==> config.mk <==
export PLATFORM = sky130hd
export DESIGN_NAME = tcd_engine
export DESIGN_NICKNAME = d
export VERILOG_FILES = /design/src/core/tcd_pkg.sv /design/src/core/tcd_fifo.sv /design/src/core/tcd_engine.sv
export SDC_FILE = /design/constraint.sdc
export NUM_CORES = 1
export LEC_CHECK = 0
export CAP_MARGIN = 10
export CORE_ASPECT_RATIO = 0.7
export CORE_UTILIZATION = 64
export DETAILED_ROUTE_END_ITERATION = 12
export DONT_BUFFER_PORTS = 1
export GPL_TIMING_DRIVEN = 1
export PLACE_DENSITY = 0.82
export RECOVER_POWER = 25
export SLEW_MARGIN = 20
export SYNTH_ARGS = -nofsm -noshare
export SYNTH_HDL_FRONTEND = slang
export SYNTH_HIERARCHICAL = 1
export SYNTH_SLANG_ARGS = --single-unit
==> constraint.sdc <==
create_clock -name clk -period 10.1 [get_ports clk]
set_input_delay 1.01 -clock clk [delete_from_list [all_inputs] [get_ports clk]]
set_output_delay 1.01 -clock clk [all_outputs]
set_load 0.02 [all_outputs]
==> src/core/tcd_pkg.sv <==
// Shared constants and types of the two-channel cycle-steal transfer engine
package tcd_pkg;

    localparam int NUM_CH = 2;
    localparam int ADDR_W = 20;
    localparam int CNT_W = 16;
    localparam int DATA_W = 16;
    localparam int SRC_W = 32;
    localparam int FIFO_WIDTH = 16;
    localparam int FIFO_DEPTH = 8;

    // Request source indices, {source_bank_select, source_select_field}
    localparam logic [4:0] SRC_PIN_FALL = 5'h00;
    localparam logic [4:0] SRC_SOFTWARE = 5'h01;
    localparam logic [4:0] SRC_PIN_BOTH = 5'h17;

    // Values after reset and fixed figures
    localparam logic [ADDR_W-1:0] ADDR_RST = 20'h00000;
    localparam logic [CNT_W-1:0] CNT_RST = 16'h0000;
    localparam logic [CNT_W-1:0] CNT_TERMINAL = 16'h0000;
    localparam logic [DATA_W-1:0] DATA_RST = 16'h0000;
    localparam logic [ADDR_W-1:0] STEP_BYTE = 20'h00001;
    localparam logic [ADDR_W-1:0] STEP_WORD = 20'h00002;
    localparam logic [1:0] BE_NONE = 2'h0;
    localparam logic [1:0] BE_LOW = 2'h1;
    localparam logic [1:0] BE_HIGH = 2'h2;
    localparam logic [1:0] BE_WORD = 2'h3;

    // Per-channel configuration, held as levels by software
    typedef struct packed {
        logic channel_enable_bit;
        logic repeat_mode;
        logic unit_size_bit;
        logic src_forward;
        logic dst_forward;
        logic source_bank_select;
        logic [3:0] source_select_field;
        logic [ADDR_W-1:0] source_address_reg;
        logic [ADDR_W-1:0] destination_address_reg;
        logic [CNT_W-1:0] counter_reload;
    } tcd_cfg_t;

    // Per-channel one-cycle software strobes
    typedef struct packed {
        logic sw_request;
        logic status_clear;
    } tcd_cmd_t;

    // Per-channel state shown to software
    typedef struct packed {
        logic request_status_bit;
        logic active;
        logic cfg_error;
        logic done_irq;
        logic [CNT_W-1:0] counter;
        logic [ADDR_W-1:0] pointer;
    } tcd_stat_t;

    // Shared system bus, driven by the engine while it holds the bus
    typedef struct packed {
        logic [ADDR_W-1:0] addr;
        logic rd;
        logic wr;
        logic [1:0] be;
        logic [DATA_W-1:0] wdata;
    } tcd_bus_t;

    typedef enum logic [2:0] {
        ST_IDLE,
        ST_RD,
        ST_RWAIT,
        ST_RCAP,
        ST_PUSH,
        ST_WR,
        ST_WWAIT,
        ST_UPD
    } tcd_state_t;

endpackage

==> src/core/tcd_fifo.sv <==
// Small first-in first-out buffer between read and write phases
module tcd_fifo #(
    parameter int WIDTH = 16,
    parameter int DEPTH = 8
)
(
    // Clock and reset
    input wire logic clk,
    input wire logic reset,
    // Fill side
    input wire logic in_valid,
    output logic in_ready,
    input wire logic [WIDTH-1:0] in_data,
    // Drain side
    output logic out_valid,
    input wire logic out_ready,
    output logic [WIDTH-1:0] out_data
);
    localparam int AW = $clog2(DEPTH);
    localparam logic [AW:0] FULL_COUNT = (AW+1)'(DEPTH);
    localparam logic [AW-1:0] LAST_SLOT = AW'(DEPTH - 1);

    logic [WIDTH-1:0] mem_q [DEPTH];
    logic [AW-1:0] wr_ptr_q;
    logic [AW-1:0] rd_ptr_q;
    logic [AW:0] count_q;
    logic push;
    logic pop;

    assign in_ready = (count_q != FULL_COUNT);
    assign out_valid = (count_q != '0);
    assign out_data = mem_q[rd_ptr_q];
    assign push = in_valid && in_ready;
    assign pop = out_valid && out_ready;

    always_ff @(posedge clk)
    begin
        if (push)
            mem_q[wr_ptr_q] <= in_data;
    end

    always_ff @(posedge clk or posedge reset)
    begin
        if (reset)
        begin
            wr_ptr_q <= '0;
            rd_ptr_q <= '0;
            count_q <= '0;
        end
        else
        begin
            if (push)
                wr_ptr_q <= (wr_ptr_q == LAST_SLOT) ? '0 : wr_ptr_q + 1'b1;
            if (pop)
                rd_ptr_q <= (rd_ptr_q == LAST_SLOT) ? '0 : rd_ptr_q + 1'b1;
            if (push && !pop)
                count_q <= count_q + 1'b1;
            else if (pop && !push)
                count_q <= count_q - 1'b1;
        end
    end

endmodule // tcd_fifo

==> src/core/tcd_engine.sv <==
// Two-channel cycle-steal transfer engine
// Summary of operation
// - Two independent channels, each stealing single bus cycles, never bursts.
// - Each accepted request moves exactly one byte or one 16-bit word.
// - Engine takes the shared bus ahead of the processor whenever work pends.
// - Request comes from the software strobe or the selected source event.
// - Requests ignore processor interrupt masking and per-source interrupt settings.
// - Transfers never touch the source's interrupt pending flag.
// - Requests start transfers only while the channel enable bit is one.
// - Requests faster than transfers merge; fewer transfers than requests is allowed.
// - Pointers are fixed or incrementing over 1M bytes; both incrementing is forbidden.
// - Counter allows 128K bytes in word units, 64K bytes in byte units.
// - Channel zero is served first when both channels have work.
// - Sources include pin edges, timers, serial ports, conversion done, software.
// - Single mode finishes and stops when the counter underflows.
// - Repeat mode reloads the counter on underflow and keeps going.
// - Each channel pulses its completion request on counter underflow.
// - Clearing enable stops a channel; single mode also stops after underflow.
// - First transfer after enable loads pointer and counter from their registers.
// - Software may clear the request status bit; writing one does nothing.
// - Word unit at an odd address costs one extra bus cycle per phase.
module tcd_engine
(
    // Clock and reset
    input wire logic clk,
    input wire logic reset,
    // Channel configuration and software strobes
    input tcd_pkg::tcd_cfg_t [tcd_pkg::NUM_CH-1:0] cfg,
    input tcd_pkg::tcd_cmd_t [tcd_pkg::NUM_CH-1:0] cmd,
    // Request sources
    input wire logic ext_irq_pin_zero,
    input wire logic ext_irq_pin_one,
    input wire logic [tcd_pkg::NUM_CH-1:0][tcd_pkg::SRC_W-1:0] periph_irq,
    // Shared system bus
    output logic bus_hold,
    output tcd_pkg::tcd_bus_t bus_out,
    input wire logic [tcd_pkg::DATA_W-1:0] bus_rdata,
    // Channel status
    output tcd_pkg::tcd_stat_t [tcd_pkg::NUM_CH-1:0] status
);
    import tcd_pkg::*;
    logic [NUM_CH-1:0] pin_s1_q, pin_s2_q, pin_s3_q, pin_fall, pin_both, req_ev, pend_q;
    logic [NUM_CH-1:0] en_q, first_q, done_q, irq_q, bad, ready, take;
    logic [NUM_CH-1:0][CNT_W-1:0] cnt_q;
    logic [NUM_CH-1:0][ADDR_W-1:0] ptr_q;
    tcd_state_t state_q;
    logic cur_q, pick, start, part_q, unit16_q, repeat_q, src_fwd_q;
    logic [ADDR_W-1:0] src_q, dst_q, base_ptr, rd_addr, wr_addr;
    logic [CNT_W-1:0] cnt_cur_q;
    logic [DATA_W-1:0] data_q;
    logic rd_split, wr_split, rd_byte, wr_byte, bus_hold_q, fifo_in_ready, fifo_out_valid;
    logic [7:0] rd_lane, wr_byte_val;
    tcd_bus_t bus_q;
    logic [FIFO_WIDTH-1:0] fifo_out_data;
    // Pins come from outside the clock domain
    always_ff @(posedge clk or posedge reset)
    begin
        if (reset)
        begin
            pin_s1_q <= '1;
            pin_s2_q <= '1;
            pin_s3_q <= '1;
        end
        else
        begin
            pin_s1_q <= {ext_irq_pin_one, ext_irq_pin_zero};
            pin_s2_q <= pin_s1_q;
            pin_s3_q <= pin_s2_q;
        end
    end
    assign pin_fall = pin_s3_q & ~pin_s2_q;
    assign pin_both = pin_s3_q ^ pin_s2_q;
    // Source decode; interrupt masks never enter here
    always_comb
    begin
        for (int ch = 0; ch < NUM_CH; ch++)
        begin
            case ({cfg[ch].source_bank_select, cfg[ch].source_select_field})
                SRC_PIN_FALL: req_ev[ch] = pin_fall[ch];
                SRC_SOFTWARE: req_ev[ch] = 1'b0;
                SRC_PIN_BOTH: req_ev[ch] = pin_both[ch];
                default: req_ev[ch] = periph_irq[ch][{cfg[ch].source_bank_select,
                    cfg[ch].source_select_field}];
            endcase
            req_ev[ch] = req_ev[ch] | cmd[ch].sw_request;
        end
    end

    // Both pointers forward is refused rather than guessed at
    always_comb
    begin
        for (int ch = 0; ch < NUM_CH; ch++)
        begin
            bad[ch] = cfg[ch].src_forward && cfg[ch].dst_forward;
            ready[ch] = pend_q[ch] && cfg[ch].channel_enable_bit && !bad[ch] && !done_q[ch];
        end
    end
    assign pick = ready[0] ? 1'b0 : 1'b1;
    assign start = (state_q == ST_IDLE) && (ready != '0);
    assign take = start ? (pick ? 2'b10 : 2'b01) : 2'b00;
    // Request latch: one bit, so bursts of requests merge; a new request beats a clear
    always_ff @(posedge clk or posedge reset)
    begin
        if (reset)
            pend_q <= '0;
        else
        begin
            for (int ch = 0; ch < NUM_CH; ch++)
            begin
                if (req_ev[ch] && cfg[ch].channel_enable_bit && !done_q[ch])
                    pend_q[ch] <= 1'b1;
                else if (cmd[ch].status_clear || take[ch])
                    pend_q[ch] <= 1'b0;
                else if (!cfg[ch].channel_enable_bit)
                    pend_q[ch] <= 1'b0;
            end
        end
    end

    // Enable edge arms the reload of pointer and counter
    always_ff @(posedge clk or posedge reset)
    begin
        if (reset)
        begin
            en_q <= '0;
            first_q <= '0;
            done_q <= '0;
        end
        else
        begin
            for (int ch = 0; ch < NUM_CH; ch++)
            begin
                en_q[ch] <= cfg[ch].channel_enable_bit;
                if (cfg[ch].channel_enable_bit && !en_q[ch])
                begin
                    first_q[ch] <= 1'b1;
                    done_q[ch] <= 1'b0;
                end
                else if (take[ch])
                    first_q[ch] <= 1'b0;
                if (state_q == ST_UPD && cur_q == ch[0] && cnt_cur_q == CNT_TERMINAL
                    && !repeat_q)
                    done_q[ch] <= 1'b1;
            end
        end
    end

    assign base_ptr = first_q[pick]
        ? (cfg[pick].src_forward ? cfg[pick].source_address_reg
                                 : cfg[pick].destination_address_reg)
        : ptr_q[pick];

    assign rd_split = unit16_q && src_q[0];
    assign wr_split = unit16_q && dst_q[0];
    assign rd_byte = !unit16_q || src_q[0];
    assign wr_byte = !unit16_q || dst_q[0];
    assign rd_addr = src_q + ADDR_W'(part_q);
    assign wr_addr = dst_q + ADDR_W'(part_q);
    assign rd_lane = rd_addr[0] ? bus_rdata[15:8] : bus_rdata[7:0];
    assign wr_byte_val = part_q ? fifo_out_data[15:8] : fifo_out_data[7:0];

    // Transfer sequencer: one datum per grant, then the bus returns unless a channel is ready
    always_ff @(posedge clk or posedge reset)
    begin
        if (reset)
        begin
            state_q <= ST_IDLE;
            cur_q <= 1'b0;
            part_q <= 1'b0;
            unit16_q <= 1'b0;
            repeat_q <= 1'b0;
            src_fwd_q <= 1'b0;
            src_q <= ADDR_RST;
            dst_q <= ADDR_RST;
            cnt_cur_q <= CNT_RST;
            data_q <= DATA_RST;
        end
        else
        begin
            case (state_q)
                ST_IDLE:
                    if (start)
                    begin
                        cur_q <= pick;
                        part_q <= 1'b0;
                        unit16_q <= !cfg[pick].unit_size_bit;
                        repeat_q <= cfg[pick].repeat_mode;
                        src_fwd_q <= cfg[pick].src_forward;
                        src_q <= cfg[pick].src_forward ? base_ptr
                                                       : cfg[pick].source_address_reg;
                        dst_q <= cfg[pick].dst_forward ? base_ptr
                                                       : cfg[pick].destination_address_reg;
                        cnt_cur_q <= first_q[pick] ? cfg[pick].counter_reload
                                                   : cnt_q[pick];
                        data_q <= DATA_RST;
                        state_q <= ST_RD;
                    end
                ST_RD:
                    state_q <= ST_RWAIT;
                ST_RWAIT:
                    state_q <= ST_RCAP;
                ST_RCAP:
                begin
                    if (!rd_byte)
                        data_q <= bus_rdata;
                    else if (part_q)
                        data_q[15:8] <= rd_lane;
                    else
                        data_q[7:0] <= rd_lane;
                    if (rd_split && !part_q)
                    begin
                        part_q <= 1'b1;
                        state_q <= ST_RD;
                    end
                    else
                        state_q <= ST_PUSH;
                end
                ST_PUSH:
                    if (fifo_in_ready)
                    begin
                        part_q <= 1'b0;
                        state_q <= ST_WR;
                    end
                ST_WR:
                    if (fifo_out_valid)
                        state_q <= ST_WWAIT;
                ST_WWAIT:
                    if (wr_split && !part_q)
                    begin
                        part_q <= 1'b1;
                        state_q <= ST_WR;
                    end
                    else
                        state_q <= ST_UPD;
                ST_UPD:
                    state_q <= ST_IDLE;
                default:
                    state_q <= ST_IDLE;
            endcase
        end
    end

    // Per-channel counter and pointer write-back
    always_ff @(posedge clk or posedge reset)
    begin
        if (reset)
        begin
            cnt_q <= '0;
            ptr_q <= '0;
            irq_q <= '0;
        end
        else
        begin
            irq_q <= '0;
            if (state_q == ST_UPD)
            begin
                ptr_q[cur_q] <= (src_fwd_q ? src_q : dst_q)
                    + (unit16_q ? STEP_WORD : STEP_BYTE);
                // Terminal count of zero gives reload+1 units: 64K bytes or 128K bytes
                if (cnt_cur_q == CNT_TERMINAL)
                begin
                    irq_q[cur_q] <= 1'b1;
                    cnt_q[cur_q] <= repeat_q ? cfg[cur_q].counter_reload
                                             : cnt_cur_q - 1'b1;
                end
                else
                    cnt_q[cur_q] <= cnt_cur_q - 1'b1;
            end
        end
    end

    // Bus drive; hold asks for the bus as soon as any channel has work
    always_ff @(posedge clk or posedge reset)
    begin
        if (reset)
        begin
            bus_hold_q <= 1'b0;
            bus_q <= '0;
        end
        else
        begin
            bus_hold_q <= (ready != '0) || (state_q != ST_IDLE && state_q != ST_UPD);
            bus_q.rd <= (state_q == ST_RD);
            bus_q.wr <= (state_q == ST_WR) && fifo_out_valid;
            if (state_q == ST_RD)
            begin
                bus_q.addr <= rd_addr;
                bus_q.be <= rd_byte ? (rd_addr[0] ? BE_HIGH : BE_LOW) : BE_WORD;
                bus_q.wdata <= DATA_RST;
            end
            else if (state_q == ST_WR && fifo_out_valid)
            begin
                bus_q.addr <= wr_addr;
                bus_q.be <= wr_byte ? (wr_addr[0] ? BE_HIGH : BE_LOW) : BE_WORD;
                bus_q.wdata <= wr_byte ? {wr_byte_val, wr_byte_val} : fifo_out_data;
            end
            else
                bus_q.be <= BE_NONE;
        end
    end
    assign bus_hold = bus_hold_q;
    assign bus_out = bus_q;
    // Status snapshot for software
    always_ff @(posedge clk or posedge reset)
    begin
        if (reset)
            status <= '0;
        else
        begin
            for (int ch = 0; ch < NUM_CH; ch++)
            begin
                status[ch].request_status_bit <= pend_q[ch];
                status[ch].active <= cfg[ch].channel_enable_bit && !done_q[ch];
                status[ch].cfg_error <= bad[ch];
                status[ch].done_irq <= irq_q[ch];
                status[ch].counter <= cnt_q[ch];
                status[ch].pointer <= ptr_q[ch];
            end
        end
    end
    // Read data waits here so a stalled write phase holds the read side off
    tcd_fifo #(
        .WIDTH(FIFO_WIDTH),
        .DEPTH(FIFO_DEPTH)
    ) u_fifo (
        .clk(clk),
        .reset(reset),
        .in_valid(state_q == ST_PUSH),
        .in_ready(fifo_in_ready),
        .in_data(data_q),
        .out_valid(fifo_out_valid),
        .out_ready(state_q == ST_WWAIT && !(wr_split && !part_q)),
        .out_data(fifo_out_data)
    );
endmodule // tcd_engine

Yosys cells after proc, flatten, opt, wreduce, memory -nomap -nowiden
Memories as Yosys holds them, arrays and structs flattened.
Index checks and enable logic that the tools add are counted.
{"block": "classes", "add_sub_neg": 8, "magnitude_cmp": 5, "eq_ne": 24, "muxes": 87, "bitwise_logic": 6, "reduce_logical": 73}
{"cell": "2-to-1 mux 20 bit", "count": 10}
{"cell": "2-to-1 mux 16 bit", "count": 11}
{"cell": "2-to-1 mux 65 bit", "count": 2}
{"cell": "bitwise mux 32 bit", "count": 2}
{"cell": "adder 20 x 1 -> 20 bit", "count": 2}
{"cell": "bitwise mux 40 bit", "count": 1}
{"cell": "logical AND 1 bit", "count": 35}
{"cell": "2-to-1 mux 32 bit", "count": 1}
{"cell": "2-to-1 mux 8 bit", "count": 4}
{"cell": "one-hot mux 16 bit (2 select lines)", "count": 1}
{"cell": "2-to-1 mux 1 bit", "count": 26}
{"cell": "one-hot mux 3 bit (8 select lines)", "count": 1}
{"cell": "2-to-1 mux 2 bit", "count": 11}
{"cell": "adder 20 x 2 -> 20 bit", "count": 1}
{"cell": "demux 20 bit (select 1 bit)", "count": 1}
{"cell": "== test 3 bit, second input constant", "count": 6}
{"cell": "2-to-1 mux 18 bit", "count": 1}
{"cell": "2-to-1 mux 3 bit", "count": 6}
{"cell": "demux 16 bit (select 1 bit)", "count": 1}
{"cell": "logical NOT 16 bit", "count": 1}
{"cell": "nonzero test 2 bit", "count": 8}
{"cell": "subtractor 16 x 1 -> 16 bit, second input constant", "count": 1}
{"cell": "logical NOT 1 bit", "count": 13}
{"cell": "< comparator 5 x 6 -> 1 bit, second input constant", "count": 2}
{"cell": "31 further kinds", "count": 55}
{"block": "word_totals", "reg_bits": 299, "ramBits": 128, "output_inout_bits": 121, "wordCells": 251, "n_memories": 1}
{"name": "u_fifo.mem_q", "words": 8, "word_bits": 16, "rd": 1, "rd_ports_with_merged_regs": 0, "write_ports": 1, "line_no": "tcd_fifo.sv:23", "text": "logic [WIDTH-1:0] mem_q [DEPTH];"}

Logic depth before layout (Yosys ltp)
{"block": "logic_depth", "depth_word": 10, "mapped_depth": 13, "ltp_nobuf": 10}

Cells and area by module
Netlist, hierarchy kept.
{"mod": "tcd_engine", "n_inst": 1, "cells_per_inst": 1516, "area_per_inst_um2": 15492.4, "seq_area_each_um2": 7239.4}
{"mod": "tcd_fifo", "n_inst": 1, "cells_per_inst": 252, "area_per_inst_um2": 5591.6, "seq_area_each_um2": 4093.9}

Worst setup path before layout
No wires, ideal clock.
{"block": "synth_timing", "kind": "reg-to-reg", "from": "register src_fwd_q", "to": "register ptr_q[19] in the netlist's numbering", "setup_ns": 0.126, "t_arrival_ns": 3.186, "t_required_ns": 9.974, "slack_ns": 6.788, "stages_incl_launch_ff": 13, "path_buffers": 4, "synth_period_minus_slack_ns": 3.312, "path_cell_list": "dfrtp_1 buf_2 buf_2 buf_2 clkbuf_1 mux2i_1 inv_1 ha_1 a21oi_1 a2111oi_1 nand3_1 o311a_1 a221o_1"}
{"block": "synth_between", "elab_chain_cells": 3}
{"item": "from (decl)", "line_no": "tcd_engine.sv:47", "text": "logic cur_q, pick, start, part_q, unit16_q, repeat_q, src_fwd_q;"}
{"item": "from (signal assigned)", "line_no": "tcd_engine.sv:188", "text": "src_fwd_q <= cfg[pick].src_forward;"}
{"item": "2-to-1 mux 20 bit", "line_no": "tcd_engine.sv:257", "text": "ptr_q[cur_q] <= (src_fwd_q ? src_q : dst_q)"}
{"item": "adder 20 x 2 -> 20 bit", "line_no": "tcd_engine.sv:258", "text": "+ (unit16_q ? STEP_WORD : STEP_BYTE);"}
{"item": "bitwise mux 40 bit", "line_no": "tcd_engine.sv:257"}
{"item": "to (signal, indexed assignment)", "line_no": "tcd_engine.sv:257"}
{"item": "to (decl)", "line_no": "tcd_engine.sv:45", "text": "logic [NUM_CH-1:0][ADDR_W-1:0] ptr_q;"}
No other way between the ends.
A chain may end at the register's enable or synchronous reset.

==> out/metrics.csv <==
stage;metric;value;unit
timing;setup TNS;0;ns
synthesis;Synth Instances;1768;
clocking;CTS tree;yes;
routing;Detailed Routing Iterations Pass 1;5;
critical_path;critical path, cell by cell;clkinvlp_2 -> buf_12 -> buf_16;
grt;largest net degree at the start of global routing;183;
power_and_ir_drop;Switching Fraction;39.3;%
placement;hpwl dp;39000;um
clocking;postcts setup bufs;0;
floorplanning;I/O pin count;341;
routing;Post-DRT Antenna Nets;0;
critical_path;CP Launch Type;input pin;
critical_path;crit-path max cell delay;2.59;ns
floorplanning;Die Width;219;um
placement;number of port buffers;0;
clocking;Clock Sinks;427;
synthesis;post-synthesis net count;2007;
timing;fin crit share;39.8;%
synthesis;synth warn;6;
layout;Core Util, Final;70.6;%
grt;GRT Util Overall;34.2;%
power_and_ir_drop;Flop pwr share;47.3;%
clocking;H-tree depth;2;
clocking;Skew-Pair Late Insertion Delay;0.55;ns
synthesis;Post-Syn Area;21100;um^2
floorplanning;die area;33700;um^2
timing;Clock Skew;0.0274;ns
critical_path;CP required;10.69;ns
worst_hold_path;Hold Path Class;in2async;
synthesis;sequential area share after synthesis;53.8;%
synthesis;ys flop type;dfrtp_1;
layout;commonest non-fill, non-tap cell in the layout;dfrtp_1;
timing;Tmin final;4.02;ns
placement;Post-Place Cells;2092;
power_and_ir_drop;P_int;4.13;mW
grt;first-pass GRT wire length;86800;um
status;failing checks;max-capacitance violations, max-slew violations;
job;max-cap violations;1;
placement;pre-CTS WS;6.53;ns
clocking;post-CTS sizing;0;
critical_path;Worst EP arrival;4.61;ns
grt;initial antenna violation count;1;
timing;final setup fails;0;
critical_path;register-to-register setup slack;6.69;ns
status;outcome;finished with violations;
power_and_ir_drop;IR drop worst, VDD;0.180;mV
timing;final hold violation count;0;
synthesis;synthesized area per cell;11.9;um^2
synthesis;Distinct cells, synth;80;
layout;Nets;1947;
power_and_ir_drop;leakage power;9.15;nW
clocking;Hold Buf Count CTS;0;
timing;setup repair after global routing missed its margin;false;
routing;Remaining DRCs;0;
placement;gpl congestion;0.945;
clocking;Clock Tree Root;clkbuf_16;
routing;Routed WL per cell;26.4;um
synthesis;Post-synth EDFFs;128;
clocking;CTS Buffer Depth;3;
floorplanning;Initial Util;65.2;%
power_and_ir_drop;clock power share;23.7;%
layout;area delta synth->final;8.27;%
routing;total wire length;57300;um
synthesis;asr flop ratio synth;70.0;%
timing;Worst Tran Pin Value;4.77;ns
power_and_ir_drop;NetSw;2.67;mW
power_and_ir_drop;Combinational Power Share;28.9;%
clocking;clock buffer count from CTS;40;
layout;most frequent cells in the layout;dfrtp_1 (293), nand2_1 (157), mux2i_1 (143);
critical_path;cell with the largest stage delay on the worst path;clkinvlp_2;
timing;Slew headroom;-220;%
layout;share of post-route cells with drive strength above 1;12.8;%
grt;gr ovfl total;0;
critical_path;Worst Path Class, Setup;in2async;
power_and_ir_drop;PwrDens;298;nW/um^2
timing;Worst Setup Slack, final;6.08;ns
critical_path;Worst Setup End Kind;asynchronous set/reset pin;
layout;Layout Cells excl Fill;2168;
floorplanning;DIE HEIGHT;154;um
floorplanning;Placeable Area;32300;um^2
synthesis;Seq cells post-synth;427;
timing;Final Max Slew Viols;108;
floorplanning;row count;55;
timing;Peak Freq;0.249;GHz
routing;initial DRC count;1684;
clocking;Clock transition at path regs;0.07;ns
routing;via count;15100;
routing;via/cell ratio;6.98;
grt;vias in the first global route;14800;
critical_path;Crit Path Max Fanout;139;
==> worst paths after layout <==
| check | start | end | cells past startpoint |
|---|---|---|---|
| min reg2reg | pin_s1_q[1] | pin_s2_q[1] | 0 |
| min in group clk | pin_s1_q[1] | pin_s2_q[1] | 0 |
| max in group clk | state_q[1] | bus_out[6] | 7 |
| max | reset | ptr_q[30] | 3 |
| max reg2reg | state_q[1] | bus_out[6] | 7 |
| min | reset | u_fifo/rd_ptr_q[0] | 1 |
==> synthesized netlist by cell type (6+ instances only) <==
| cell type | count | area [um^2] |
|---|---|---|
| or4_1 | 8 | 60.1 |
| a2111oi_0 | 16 | 140 |
| nor3_1 | 27 | 135 |
| nand3b_1 | 20 | 150 |
| and3_1 | 7 | 43.8 |
| nand4_1 | 16 | 100 |
| edfxtp_1 | 128 | 3840 |
| nand3_1 | 75 | 375 |
| mux4_1 | 23 | 604 |
| nor4_1 | 16 | 100 |
| nand2_1 | 160 | 601 |
| nor2b_1 | 21 | 131 |
| clkbuf_1 | 98 | 368 |
| mux2_2 | 51 | 574 |
| a31oi_1 | 17 | 106 |
| xnor2_1 | 29 | 254 |
| dfrtp_1 | 293 | 7330 |
| nor2_1 | 88 | 330 |
| buf_2 | 12 | 60.1 |
| buf_1 | 10 | 37.5 |
| a2bb2oi_1 | 20 | 175 |
| o31ai_1 | 10 | 75.1 |
| mux4_2 | 42 | 946 |
| a22oi_1 | 9 | 67.6 |
| a211oi_1 | 20 | 150 |
| inv_1 | 40 | 150 |
| nand2b_1 | 18 | 113 |
| o21ai_0 | 134 | 671 |
| mux2i_1 | 143 | 1430 |
| ha_1 | 17 | 213 |
| xor2_1 | 28 | 245 |
| dfstp_2 | 6 | 158 |
| a21oi_1 | 27 | 135 |
| a21o_1 | 6 | 45.0 |
| o211ai_1 | 32 | 240 |
| or3_1 | 9 | 56.3 |
==> power by group through the flow <==
| stage | clock network (mW) | registers [mW] | logic (mW) |
|---|---|---|---|
| 2_1_floorplan | 0 | 2.89 | 1.60 |
| 3_3_place_gp | 0 | 3.19 | 1.84 |
| 3_5_place_dp | 0 | 3.22 | 1.92 |
| 4_1_cts | 1.62 | 3.19 | 1.95 |
| 5_1_grt | 1.69 | 3.28 | 2.16 |
| 6_report | 1.61 | 3.22 | 1.97 |
==> layer usage <==
| metal | global-route usage (%) | share of wire (%) | routed length (um) |
|---|---|---|---|
| met5 | 0 | 0.023 | 13 |
| met1 | 48.7 | 40 | 23000 |
| met3 | 8.90 | 11 | 6310 |
| met2 | 50.7 | 45 | 25700 |
| met4 | 13.0 | 3.9 | 2260 |
==> layout make-up <==
type	count	area (um^2)
sequential	427	11300
fill	2176	9520
multi-input combinational	1173	9180
clock buffer	61	1200
tap	427	534
timing repair buffer	24	213
clock inverter	13	204
inverter	42	159
antenna	1	2.50
==> metrics by stage <==
step	cell area, um^2	hold slack, ns	power (mW)
2_1_floorplan	21100	0.331	4.49
3_3_place_gp	21400	0.338	5.02
3_5_place_dp	21400	0.345	5.14
4_1_cts	22800	0.329	6.76
5_1_grt	22800	0.355	7.12
6_report	22800	0.328	6.80
==> sequential cells by signal, indices dropped and copies added, names as in the netlist, 2 cells and up <==
signal,count
u_fifo/mem_q,128
status,80
bus_out,40
ptr_q,40
cnt_q,32
dst_q,20
src_q,20
cnt_cur_q,16
data_q,16
u_fifo/count_q,4
state_q,3
u_fifo/rd_ptr_q,3
u_fifo/wr_ptr_q,3
done_q,2
en_q,2
first_q,2
irq_q,2
pend_q,2
pin_s1_q,2
pin_s2_q,2
pin_s3_q,2
==> critical path: cells and delay by family <==
| family | cells | cell delay, ns |
|---|---|---|
| buffers and inverters | 3 | 3.35 |
==> logic make-up (layout without fill, tap and decap cells) <==
| family | count (synthesis) | count (layout) | share of synthesized area [%] |
|---|---|---|---|
| buf+inv | 168 | 140 | 3.26 |
| xor+xnor | 57 | 57 | 2.37 |
| compound gates | 346 | 346 | 11.0 |
| mux | 259 | 259 | 16.9 |
| flops | 427 | 427 | 53.8 |
| other cells | 0 | 1 | 0 |
| fa+ha+maj | 19 | 19 | 1.20 |
| simple gates | 492 | 492 | 11.5 |
Power figures use the tool's default switching activity.
